File: config.mk
export PLATFORM = sky130hd
export DESIGN_NAME = sram_boundary_scan_tap
export DESIGN_NICKNAME = d
export VERILOG_FILES = /design/src/logic/sram_tap_pkg.sv /design/src/logic/dual_flop_sync.sv /design/src/logic/sram_boundary_scan_tap.sv
export VERILOG_INCLUDE_DIRS = /design/src /design/src/logic
export SDC_FILE = /design/constraint.sdc
export NUM_CORES = 1
export LEC_CHECK = 0
export BUFFER_PORTS_ARGS = -buffer_cell sky130_fd_sc_hd__buf_4
export CORE_ASPECT_RATIO = 0.75
export CORE_MARGIN = 3
export CORE_UTILIZATION = 52
export CTS_CLUSTER_SIZE = 30
export DETAILED_ROUTE_END_ITERATION = 8
export PLACE_DENSITY_LB_ADDON = 0.15
export SLEW_MARGIN = 20
export SYNTH_ARGS = -nofsm -noshare
export SYNTH_HDL_FRONTEND = slang
export SYNTH_HIERARCHICAL = 1
export SYNTH_SLANG_ARGS = --single-unit
File: constraint.sdc
create_clock -name core_clk_i -period 2.5 [get_ports core_clk_i]
set_clock_uncertainty 0.1 [all_clocks]
set_input_delay 0.125 -clock core_clk_i [delete_from_list [all_inputs] [get_ports core_clk_i]]
set_output_delay 0.125 -clock core_clk_i [all_outputs]
set_load 0.01 [all_outputs]
File: src/logic/sram_tap_cfg.svh
// constants of the sram boundary-scan test port
`ifndef SRAM_TAP_CFG_SVH
`define SRAM_TAP_CFG_SVH

// scan chain geometry: position n of the exit order is bit n-1
`define BSR_LEN 109
`define PIN_CELLS 108
`define BSR_CTL_IDX 108

// instruction register
`define IR_LEN 3
`define IR_EXTEST 3'h0
`define IR_IDCODE 3'h1
`define IR_SAMPLE_Z 3'h2
`define IR_PRELOAD 3'h4
`define IR_BYPASS 3'h7
`define IR_CAPTURE_VAL 3'h1

// identification register layout
`define ID_LEN 32
`define ID_REV_MSB 31
`define ID_REV_LSB 29
`define ID_CFG_MSB 28
`define ID_CFG_LSB 12
`define ID_VEND_MSB 11
`define ID_VEND_LSB 1
`define ID_START_BIT 1'h1
// arbitrary revision and vendor values
`define ID_REVISION 3'h5
`define ID_VENDOR 11'h3c3
// part configuration subfields; density and option bits are arbitrary
`define ID_DENSITY 3'h1
`define ID_OPT_T 1'h0
`define ID_OPT_P 1'h0
`define ID_OPT_Q 1'h0
`define ID_OPT_L 1'h0
`define ID_OPT_B 1'h0
`define ID_OPT_S 1'h0
`define WIDTH_CODE_X36 2'h3
`define WIDTH_CODE_X18 2'h2
`define ORG_IS_X36 1'h1

`endif

File: src/logic/sram_tap_pkg.sv
// types of the sram boundary-scan test port
package sram_tap_pkg;
`include "sram_tap_cfg.svh"

  typedef enum logic [3:0] {
    TEST_LOGIC_RESET, RUN_TEST_IDLE,
    SELECT_DR, CAPTURE_DR, SHIFT_DR, EXIT1_DR, PAUSE_DR, EXIT2_DR, UPDATE_DR,
    SELECT_IR, CAPTURE_IR, SHIFT_IR, EXIT1_IR, PAUSE_IR, EXIT2_IR, UPDATE_IR
  } tap_state_e;

  typedef enum logic [1:0] {
    DR_BSR, DR_ID, DR_BYPASS
  } dr_sel_e;

  typedef struct packed {
    logic tck;
    logic tms;
    logic tdi;
  } tap_pins_s;

  typedef struct packed {
    tap_state_e state;
    logic [`IR_LEN-1:0] ir_shift;
    logic [`IR_LEN-1:0] ir;
    logic [`BSR_LEN-1:0] bsr_shift;
    logic [`BSR_LEN-1:0] bsr_preload;
    logic [`ID_LEN-1:0] id_shift;
    logic bypass;
    logic tck_prev;
    logic tdo;
    logic tdo_oe;
    logic pin_test;
    logic q_oe;
    logic [`PIN_CELLS-1:0] pin_drive;
  } tap_regs_s;
endpackage

File: src/logic/dual_flop_sync.sv
// two-flop synchroniser for inputs from outside the core clock domain
`timescale 1ns/1ps
module dual_flop_sync #(
  parameter int WIDTH = 1
) (
  input wire logic core_clk_i,
  input wire logic rst_b_i,
  input wire logic [WIDTH-1:0] async_i,
  output logic [WIDTH-1:0] sync_o
);
  typedef struct packed {
    logic [WIDTH-1:0] meta;
    logic [WIDTH-1:0] stable;
  } sync_regs_s;

  sync_regs_s r_q;
  sync_regs_s r_d;

  always_comb begin
    r_d.meta = async_i;
    r_d.stable = r_q.meta;
  end

  always_ff @(posedge core_clk_i or negedge rst_b_i) begin
    if (!rst_b_i) begin
      r_q <= '0;
    end else begin
      r_q <= r_d;
    end
  end

  assign sync_o = r_q.stable;
endmodule // dual_flop_sync

File: src/logic/sram_boundary_scan_tap.sv
// boundary-scan test port of the pipelined sram
`timescale 1ns/1ps
module sram_boundary_scan_tap
  import sram_tap_pkg::*;
(
  input wire logic core_clk_i,
  input wire logic rst_b_i,
  input wire tap_pins_s tap_pins_i,
  input wire logic [`PIN_CELLS-1:0] pin_ring_i,
  input wire logic func_q_oe_i,
  output logic tdo_o,
  output logic tdo_oe_o,
  output logic pin_test_o,
  output logic [`PIN_CELLS-1:0] pin_drive_o,
  output logic q_bus_oe_o
);

  ////////////////////////////////////////////////////////////////////////////
  // synchronisers and decode helpers

  tap_pins_s pins_s;
  logic [`PIN_CELLS-1:0] ring_s;

  dual_flop_sync #(
    .WIDTH(3)
  ) u_pin_sync (
    .core_clk_i(core_clk_i),
    .rst_b_i(rst_b_i),
    .async_i(tap_pins_i),
    .sync_o(pins_s)
  );

  dual_flop_sync #(
    .WIDTH(`PIN_CELLS)
  ) u_ring_sync (
    .core_clk_i(core_clk_i),
    .rst_b_i(rst_b_i),
    .async_i(pin_ring_i),
    .sync_o(ring_s)
  );

  // reserved codes fall back to the bypass path
  function automatic dr_sel_e dr_select(input logic [`IR_LEN-1:0] ir);
    case (ir)
      `IR_EXTEST: dr_select = DR_BSR;
      `IR_SAMPLE_Z: dr_select = DR_BSR;
      `IR_PRELOAD: dr_select = DR_BSR;
      `IR_IDCODE: dr_select = DR_ID;
      default: dr_select = DR_BYPASS;
    endcase
  endfunction

  function automatic tap_state_e tap_next(input tap_state_e s, input logic tms);
    case (s)
      TEST_LOGIC_RESET: tap_next = tms ? TEST_LOGIC_RESET : RUN_TEST_IDLE;
      RUN_TEST_IDLE: tap_next = tms ? SELECT_DR : RUN_TEST_IDLE;
      SELECT_DR: tap_next = tms ? SELECT_IR : CAPTURE_DR;
      CAPTURE_DR: tap_next = tms ? EXIT1_DR : SHIFT_DR;
      SHIFT_DR: tap_next = tms ? EXIT1_DR : SHIFT_DR;
      EXIT1_DR: tap_next = tms ? UPDATE_DR : PAUSE_DR;
      PAUSE_DR: tap_next = tms ? EXIT2_DR : PAUSE_DR;
      EXIT2_DR: tap_next = tms ? UPDATE_DR : SHIFT_DR;
      UPDATE_DR: tap_next = tms ? SELECT_DR : RUN_TEST_IDLE;
      SELECT_IR: tap_next = tms ? TEST_LOGIC_RESET : CAPTURE_IR;
      CAPTURE_IR: tap_next = tms ? EXIT1_IR : SHIFT_IR;
      SHIFT_IR: tap_next = tms ? EXIT1_IR : SHIFT_IR;
      EXIT1_IR: tap_next = tms ? UPDATE_IR : PAUSE_IR;
      PAUSE_IR: tap_next = tms ? EXIT2_IR : PAUSE_IR;
      EXIT2_IR: tap_next = tms ? UPDATE_IR : SHIFT_IR;
      UPDATE_IR: tap_next = tms ? SELECT_DR : RUN_TEST_IDLE;
      default: tap_next = TEST_LOGIC_RESET;
    endcase
  endfunction

  ////////////////////////////////////////////////////////////////////////////
  // identification word

  logic [1:0] width_code;
  logic [`ID_CFG_MSB-`ID_CFG_LSB:0] part_cfg;
  logic [`ID_LEN-1:0] id_word;

  assign width_code = `ORG_IS_X36 ? `WIDTH_CODE_X36 : `WIDTH_CODE_X18;
  assign part_cfg = {1'h0, `ID_OPT_T, `ID_DENSITY, 1'h0, width_code, 2'h1,
                     `ID_OPT_P, `ID_OPT_Q, `ID_OPT_L, `ID_OPT_B, `ID_OPT_T,
                     `ID_OPT_S, 1'h0};
  assign id_word = {`ID_REVISION, part_cfg, `ID_VENDOR, `ID_START_BIT};

  ////////////////////////////////////////////////////////////////////////////
  // controller and registers

  tap_regs_s r_q;
  tap_regs_s r_d;
  logic tck_rise;
  logic tck_fall;
  dr_sel_e sel;
  logic [`IR_LEN-1:0] ir_next;

  assign tck_rise = pins_s.tck & ~r_q.tck_prev;
  assign tck_fall = ~pins_s.tck & r_q.tck_prev;
  assign sel = dr_select(r_q.ir);

  always_comb begin
    r_d = r_q;
    r_d.tck_prev = pins_s.tck;
    if (tck_rise) begin
      r_d.state = tap_next(r_q.state, pins_s.tms);
      case (r_q.state)
        CAPTURE_IR: begin
          r_d.ir_shift = `IR_CAPTURE_VAL;
        end
        SHIFT_IR: begin
          r_d.ir_shift = {pins_s.tdi, r_q.ir_shift[`IR_LEN-1:1]};
        end
        CAPTURE_DR: begin
          case (sel)
            DR_BSR: begin
              r_d.bsr_shift = {r_q.bsr_preload[`BSR_CTL_IDX], ring_s};
            end
            DR_ID: begin
              r_d.id_shift = id_word;
            end
            default: begin
              r_d.bypass = 1'h0;
            end
          endcase
        end
        SHIFT_DR: begin
          case (sel)
            DR_BSR: begin
              r_d.bsr_shift = {pins_s.tdi, r_q.bsr_shift[`BSR_LEN-1:1]};
            end
            DR_ID: begin
              r_d.id_shift = {pins_s.tdi, r_q.id_shift[`ID_LEN-1:1]};
            end
            default: begin
              r_d.bypass = pins_s.tdi;
            end
          endcase
        end
        default: begin
        end
      endcase
    end
    if (tck_fall) begin
      case (r_q.state)
        UPDATE_IR: begin
          r_d.ir = r_q.ir_shift;
        end
        UPDATE_DR: begin
          // preload stage, control cell included, only follows these two
          if (r_q.ir == `IR_EXTEST || r_q.ir == `IR_PRELOAD) begin
            r_d.bsr_preload = r_q.bsr_shift;
          end
        end
        TEST_LOGIC_RESET: begin
          r_d.ir = `IR_IDCODE;
        end
        default: begin
        end
      endcase
      // LSB leaves on the falling edge
      case (r_q.state)
        SHIFT_IR: begin
          r_d.tdo = r_q.ir_shift[0];
          r_d.tdo_oe = 1'h1;
        end
        SHIFT_DR: begin
          r_d.tdo_oe = 1'h1;
          case (sel)
            DR_BSR: r_d.tdo = r_q.bsr_shift[0];
            DR_ID: r_d.tdo = r_q.id_shift[0];
            default: r_d.tdo = r_q.bypass;
          endcase
        end
        default: begin
          r_d.tdo_oe = 1'h0;
        end
      endcase
    end
    // pin and read-bus control follow the current instruction
    r_d.pin_test = (r_q.ir == `IR_EXTEST);
    r_d.pin_drive = r_q.bsr_preload[`PIN_CELLS-1:0];
    case (r_q.ir)
      `IR_EXTEST: r_d.q_oe = r_q.bsr_preload[`BSR_CTL_IDX];
      `IR_SAMPLE_Z: r_d.q_oe = 1'h0;
      default: r_d.q_oe = func_q_oe_i;
    endcase
  end

  always_ff @(posedge core_clk_i or negedge rst_b_i) begin
    if (!rst_b_i) begin
      r_q.state <= TEST_LOGIC_RESET;
      r_q.ir_shift <= `IR_CAPTURE_VAL;
      r_q.ir <= `IR_IDCODE;
      r_q.bsr_shift <= '0;
      r_q.bsr_preload <= '0;
      r_q.id_shift <= '0;
      r_q.bypass <= 1'h0;
      r_q.tck_prev <= 1'h0;
      r_q.tdo <= 1'h0;
      r_q.tdo_oe <= 1'h0;
      r_q.pin_test <= 1'h0;
      r_q.q_oe <= 1'h0;
      r_q.pin_drive <= '0;
    end else begin
      r_q <= r_d;
    end
  end

  assign tdo_o = r_q.tdo;
  assign tdo_oe_o = r_q.tdo_oe;
  assign pin_test_o = r_q.pin_test;
  assign pin_drive_o = r_q.pin_drive;
  assign q_bus_oe_o = r_q.q_oe;

endmodule // sram_boundary_scan_tap

==> results of run 1 <==
worst max-delay path, stage by stage, from the launching register on:
cell     delay, ns
dfrtp_1       0.70
nor4b_4       0.45
buf_12        0.23
buf_12        0.20
mux2i_1       0.24
o21ai_0       0.11
where the power goes:
group,switching [uW],leakage [uW],internal [uW],total [uW]
Combinational,2140,0.00360,2190,4330
Clock,3390,0.000882,4740,8120
Sequential,1300,0.00762,11600,12900
Total,6830,0.0121,18500,25300
logic make-up (layout without fill, tap and decap cells):
logic type / after synthesis / after routing / synth area share [%]
DFF: 596 / 596 / 73.08
buffers and inverters: 187 / 482 / 6.173
muxes: 218 / 218 / 11.36
adders and majority gates: 1 / 1 / 0.04904
other: 0 / 2 / 0
AOI/OAI and AO/OA: 181 / 181 / 4.787
and+or+nand+nor: 218 / 218 / 4.554
final timing paths:
path | slack [ns] | from | end | depth (start not counted)
max in group asynchronous | 0.62 | rst_b_i | pin_drive_o[73] | 4
worst min register to register | 0.24 | u_pin_sync/r_d[2] | u_pin_sync/sync_o[2] | 0
min in group asynchronous | 0.51 | rst_b_i | r_q[327] | 3
worst min-delay path | 0.10 | pin_ring_i[39] | u_ring_sync/r_d[39] | 2
worst max-delay path | 0.31 | r_q[372] | r_q[285] | 5
worst max register to register | 0.31 | r_q[372] | r_q[285] | 5
layer usage:
metal | vias up | GRT usage [%] | routed length [um]
li1 | 5089 | - | -
met3 | 62 | 3.449 | 1396
met1 | 5387 | 25.76 | 16970
met5 | - | 0 | 0
met4 | 0 | 5.708 | 956
met2 | 202 | 28.74 | 17740
through the flow:
stage	instance area (um2)	hold WS, ns	total power, uW
floorplan	20410	-0.2706	15760
global placement	22120	0.02220	17100
detailed placement	22120	0.02176	17290
CTS	25050	0.06936	25670
global route	25050	0.07798	26760
finish	25050	0.1048	25330
flip-flops by register name, indices dropped and copies added, names as in the netlist, 3 cells and up:
register / count
pin_drive_o: 108
u_ring_sync/sync_o: 108
r_d: 108
u_pin_sync/sync_o: 3
u_ring_sync/r_d: 108
r_q: 154
u_pin_sync/r_d: 3
area by class of cell:
cell class | instances | area (um2)
antenna | 2 | 5.005
clock buffer | 83 | 1652
clock inverter | 13 | 125.1
fill | 2801 | 13420
inverter | 8 | 30.03
multi-input combinational | 618 | 4264
sequential | 596 | 14920
tap | 512 | 640.6
timing repair buffer | 378 | 3421
what timing repair did:
item                                   4_1_cts  5_1_grt
setup endpoints to repair                    0        0
hold buffers                               115        0
endpoints found under the hold margin      560        0
cell usage in the layout (no fill, tap or decap), types with 9 or more instances in the layout:
| cell | n |
|---|---|
| o21ai_1 | 45 |
| mux2_2 | 109 |
| clkbuf_16 | 55 |
| o21ai_0 | 108 |
| buf_4 | 239 |
| clkbuf_8 | 17 |
| dfrtp_1 | 594 |
| dlygate4sd3_1 | 115 |
| clkbuf_1 | 11 |
| a21oi_1 | 9 |
| nand2_1 | 168 |
| nor2_1 | 23 |
| mux2i_1 | 109 |
| buf_12 | 23 |
==> reports/results.ini, run 1 <==
[sta]
hold_viol_final=0
rsz0062_at_grt=false
drv_slew=0
fin_crit_sh_pct=87.66
finalSetupViolations=0
max_slew_margin_pct=58.65
max_freq_ghz=0.4563
post-route-min-period_ns=2.192
worst_slack_ns=0.3084
setup_tns_ns=0
tightest_slew_ns=0.6145

[finish]
layout.cells.non_filler=2210
final_layout_size_suffix_gt1_share_pct=27.54
nets=1770
utilization_pct=65.11
syn2layout_area_growth_pct=22.74

[detailed_routing]
wirelength_mm=37.06
num_vias=10740
detailedRoute.firstIterationViolations=559
post-route-drc-count=0
drtAntennaViolNets=0
first_pass_iters=4
viasPerCell=4.860
wl_per_cell_um=16.77

[synthesis]
synth-edff-count=0
synth-main-ff-cell=dfrtp_1
netlist_area_um2=20410
synth-seq-area-share_pct=73.08
ys_warn_count=6
ys_ff_latch=596
async_reset_ff_share_pct=100.0
synth_cell_types=46
synth_cells=1401
synth_fp_nets=1515
synth.most_common_cell=dfrtp_1
yosysTopAreaCellShare_pct=72.82
synth_area_leader_cell=dfrtp_1
avgSynthCellArea_um2=14.57
yosys-top-cells-area=dfrtp_1 73%, mux2_2 6.0%, mux2i_1 5.3%
ys_top_cells_by_count=594 x dfrtp_1, 168 x nand2_1, 121 x buf_4

[clock_tree]
cts_resized=0
cts_tree=built
cts_max_level=2
path_clk_slew_ns=0.06
numCtsBuffers=54
post_cts_buffers=0
clock_latency_ns=0.56
cts_buffer_depth=3
cts_sinks=596
ctsRootBufferMaster=clkbuf_16

[setup_path]
required_ns=2.82
start_kind=register
critPathMaxFanout=20
cp_data_arrival_time_ns=2.52
crit_path_end_kind=register
critPathKind=register to register

[grt]
grt_max_degree=76
grtUsageTotal_pct=18.11
grt_pass1_vias=11080
overflow=0
grt_pass1_wl_mm=60.28
antenna_found_initial=1

[placement]
gp_congestion=0.7784
dp.cells=1997
port_buffers=225
dp_hpwl_mm=23.08
dp_slack_ns=0.3204

[floorplanning]
pin_count=226
rows=62
die_y_um=177.6
die_area_um2=41690
design.core.area_um2=38480
start_util_pct=53.05
die_w_um=234.8

[power_and_ir_drop]
leakagePower_uw=0.01211
worst_ir_drop_vdd_uv=607.2
power.density_nw_per_um2=1011

[worst_hold_path]
hold_class=input pin to register

[run_status]
status=completed

[run]
drv_cap=0

Power figures use the tool's default switching activity.
==> run 2, diff against run 1 <==
CORE_ASPECT_RATIO = 0.6   (was 0.75)
==> reports/results.ini, run 2 (synthesized netlist as in run 1, its figures left out) <==
[setup_path]
cpMaxStageDelayCell=dfrtp_1
cp_data_arrival_time_ns=2.41
max_stage_delay_ns=0.53
cp_top_family=buffers and inverters
critPathKind=register to register
critPathMaxFanout=58
cp_cell_sequence=buf_4 -> nor2_1 -> nand4_1 -> buf_12 -> mux2_2
required_ns=2.84
cp_num_buf_inv=2
crit_path_end_kind=register
start_kind=register

[grt]
grt_max_degree=91
grt_pass1_wl_mm=60.48
grtUsageTotal_pct=18.19
overflow=0
grt_pass1_vias=11160
antenna_found_initial=1

[placement]
gp_congestion=0.7773
port_buffers=225
dp.cells=2000
dp_hpwl_mm=22.69

[finish]
multi_input_area_um2=4264
largest_register_ffs=154
final_common_cell=dfrtp_1
syn2layout_area_growth_pct=21.96
nets=1770
layout_common_cells=594 x dfrtp_1, 245 x buf_4, 168 x nand2_1
final_layout_size_suffix_gt1_share_pct=27.17
layout.cells.non_filler=2211
max_flop_register=r_q
seq_area_um2=14920
fillers=2763

[power_and_ir_drop]
power.density_nw_per_um2=1001
leakagePower_uw=0.01203
worst_ir_drop_vdd_uv=641.5

[detailed_routing]
post-route-drc-count=0
wl_per_cell_um=16.57
detailedRoute.firstIterationViolations=604
wirelength_mm=36.65
first_pass_iters=5
num_vias=10620
drtAntennaViolNets=0
viasPerCell=4.802

[clock_tree]
cts_max_level=2
cts_tree=built
numCtsBuffers=52
cts_resized=0
cts_sinks=596
path_clk_slew_ns=0.07
ctsRootBufferMaster=clkbuf_16
clock_latency_ns=0.57
post_cts_buffers=0
cts_buffer_depth=3

[floorplanning]
design.core.area_um2=38190
pin_count=226
die_area_um2=41740
rows=55
die_w_um=261.8
start_util_pct=53.44
die_y_um=159.5

[run_status]
status=completed

[sta]
tightest_slew_ns=0.5761
setup_tns_ns=0
post-route-min-period_ns=2.075
max_slew_margin_pct=61.24
hold_viol_final=0
finalSetupViolations=0
fin_crit_sh_pct=83.01
rsz0062_at_grt=false
max_freq_ghz=0.4819
drv_slew=0

[run]
drv_cap=0

[worst_hold_path]
hold_class=input pin to register

-- run 2: changes by cell type in the layout (fill, tap and decap cells not counted), sizes merged --
cell | before | now
diode | 2 | 1
buf | 263 | 265
bufinv | 2 | 1
-- run 2: cell type report --
class	count	area share (%)
inverter	8	0.1206
multi-input combinational	618	17.13
timing repair buffer	380	13.60
clock inverter	12	0.3820
tap	513	2.578
clock buffer	83	6.262
antenna	1	0.01005
sequential	596	59.92
-- run 2: final timing paths --
path,startpoint,endpoint,slack (ns),cells past startpoint
max,r_q[371],r_d[99],0.42,5
min,pin_ring_i[17],u_ring_sync/r_d[17],0.1,2
min reg2reg,u_ring_sync/r_d[28],u_ring_sync/sync_o[28],0.24,0
max reg2reg,r_q[371],r_d[99],0.42,5
max in group asynchronous,rst_b_i,pin_drive_o[62],0.80,4
min in group asynchronous,rst_b_i,r_d[62],0.55,3
-- run 2: power breakdown --
group	internal, uW	leakage (uW)	switching, uW
combinational	2190	0.00360	2160
clock	4370	0.000815	3360
sequential	11600	0.00762	1280
total	18100	0.0120	6790
-- run 2: stage by stage --
step                instance area, um2  hold slack [ns]  setup WS (ns)  utilization [%]  total power [uW]
finish                           24900          0.09566         0.4248            65.18             24930
global route                     24900          0.07072         0.3160            65.18             26410
CTS                              24890          0.06433         0.4493            65.18             25280
detailed placement               22090          0.01814         0.4622            57.83             17310
global placement                 22090          0.01899         0.4955            57.83             17110
floorplan                        20410          -0.2706         0.6139                -             15760
-- run 2: repair_timing --
item / in CTS / in global routing
endpoints found under the hold margin: 706 / 0
setup endpoints to repair: 0 / 0
hold buffers: 115 / 0
-- run 2: metal layers --
metal	global-route usage, %	vias up	share of wire, %
met4	4.680	0	2.3
met5	0	-	0
met2	27.96	188	46
li1	-	5090	-
met3	3.577	56	4.2
met1	26.91	5284	48
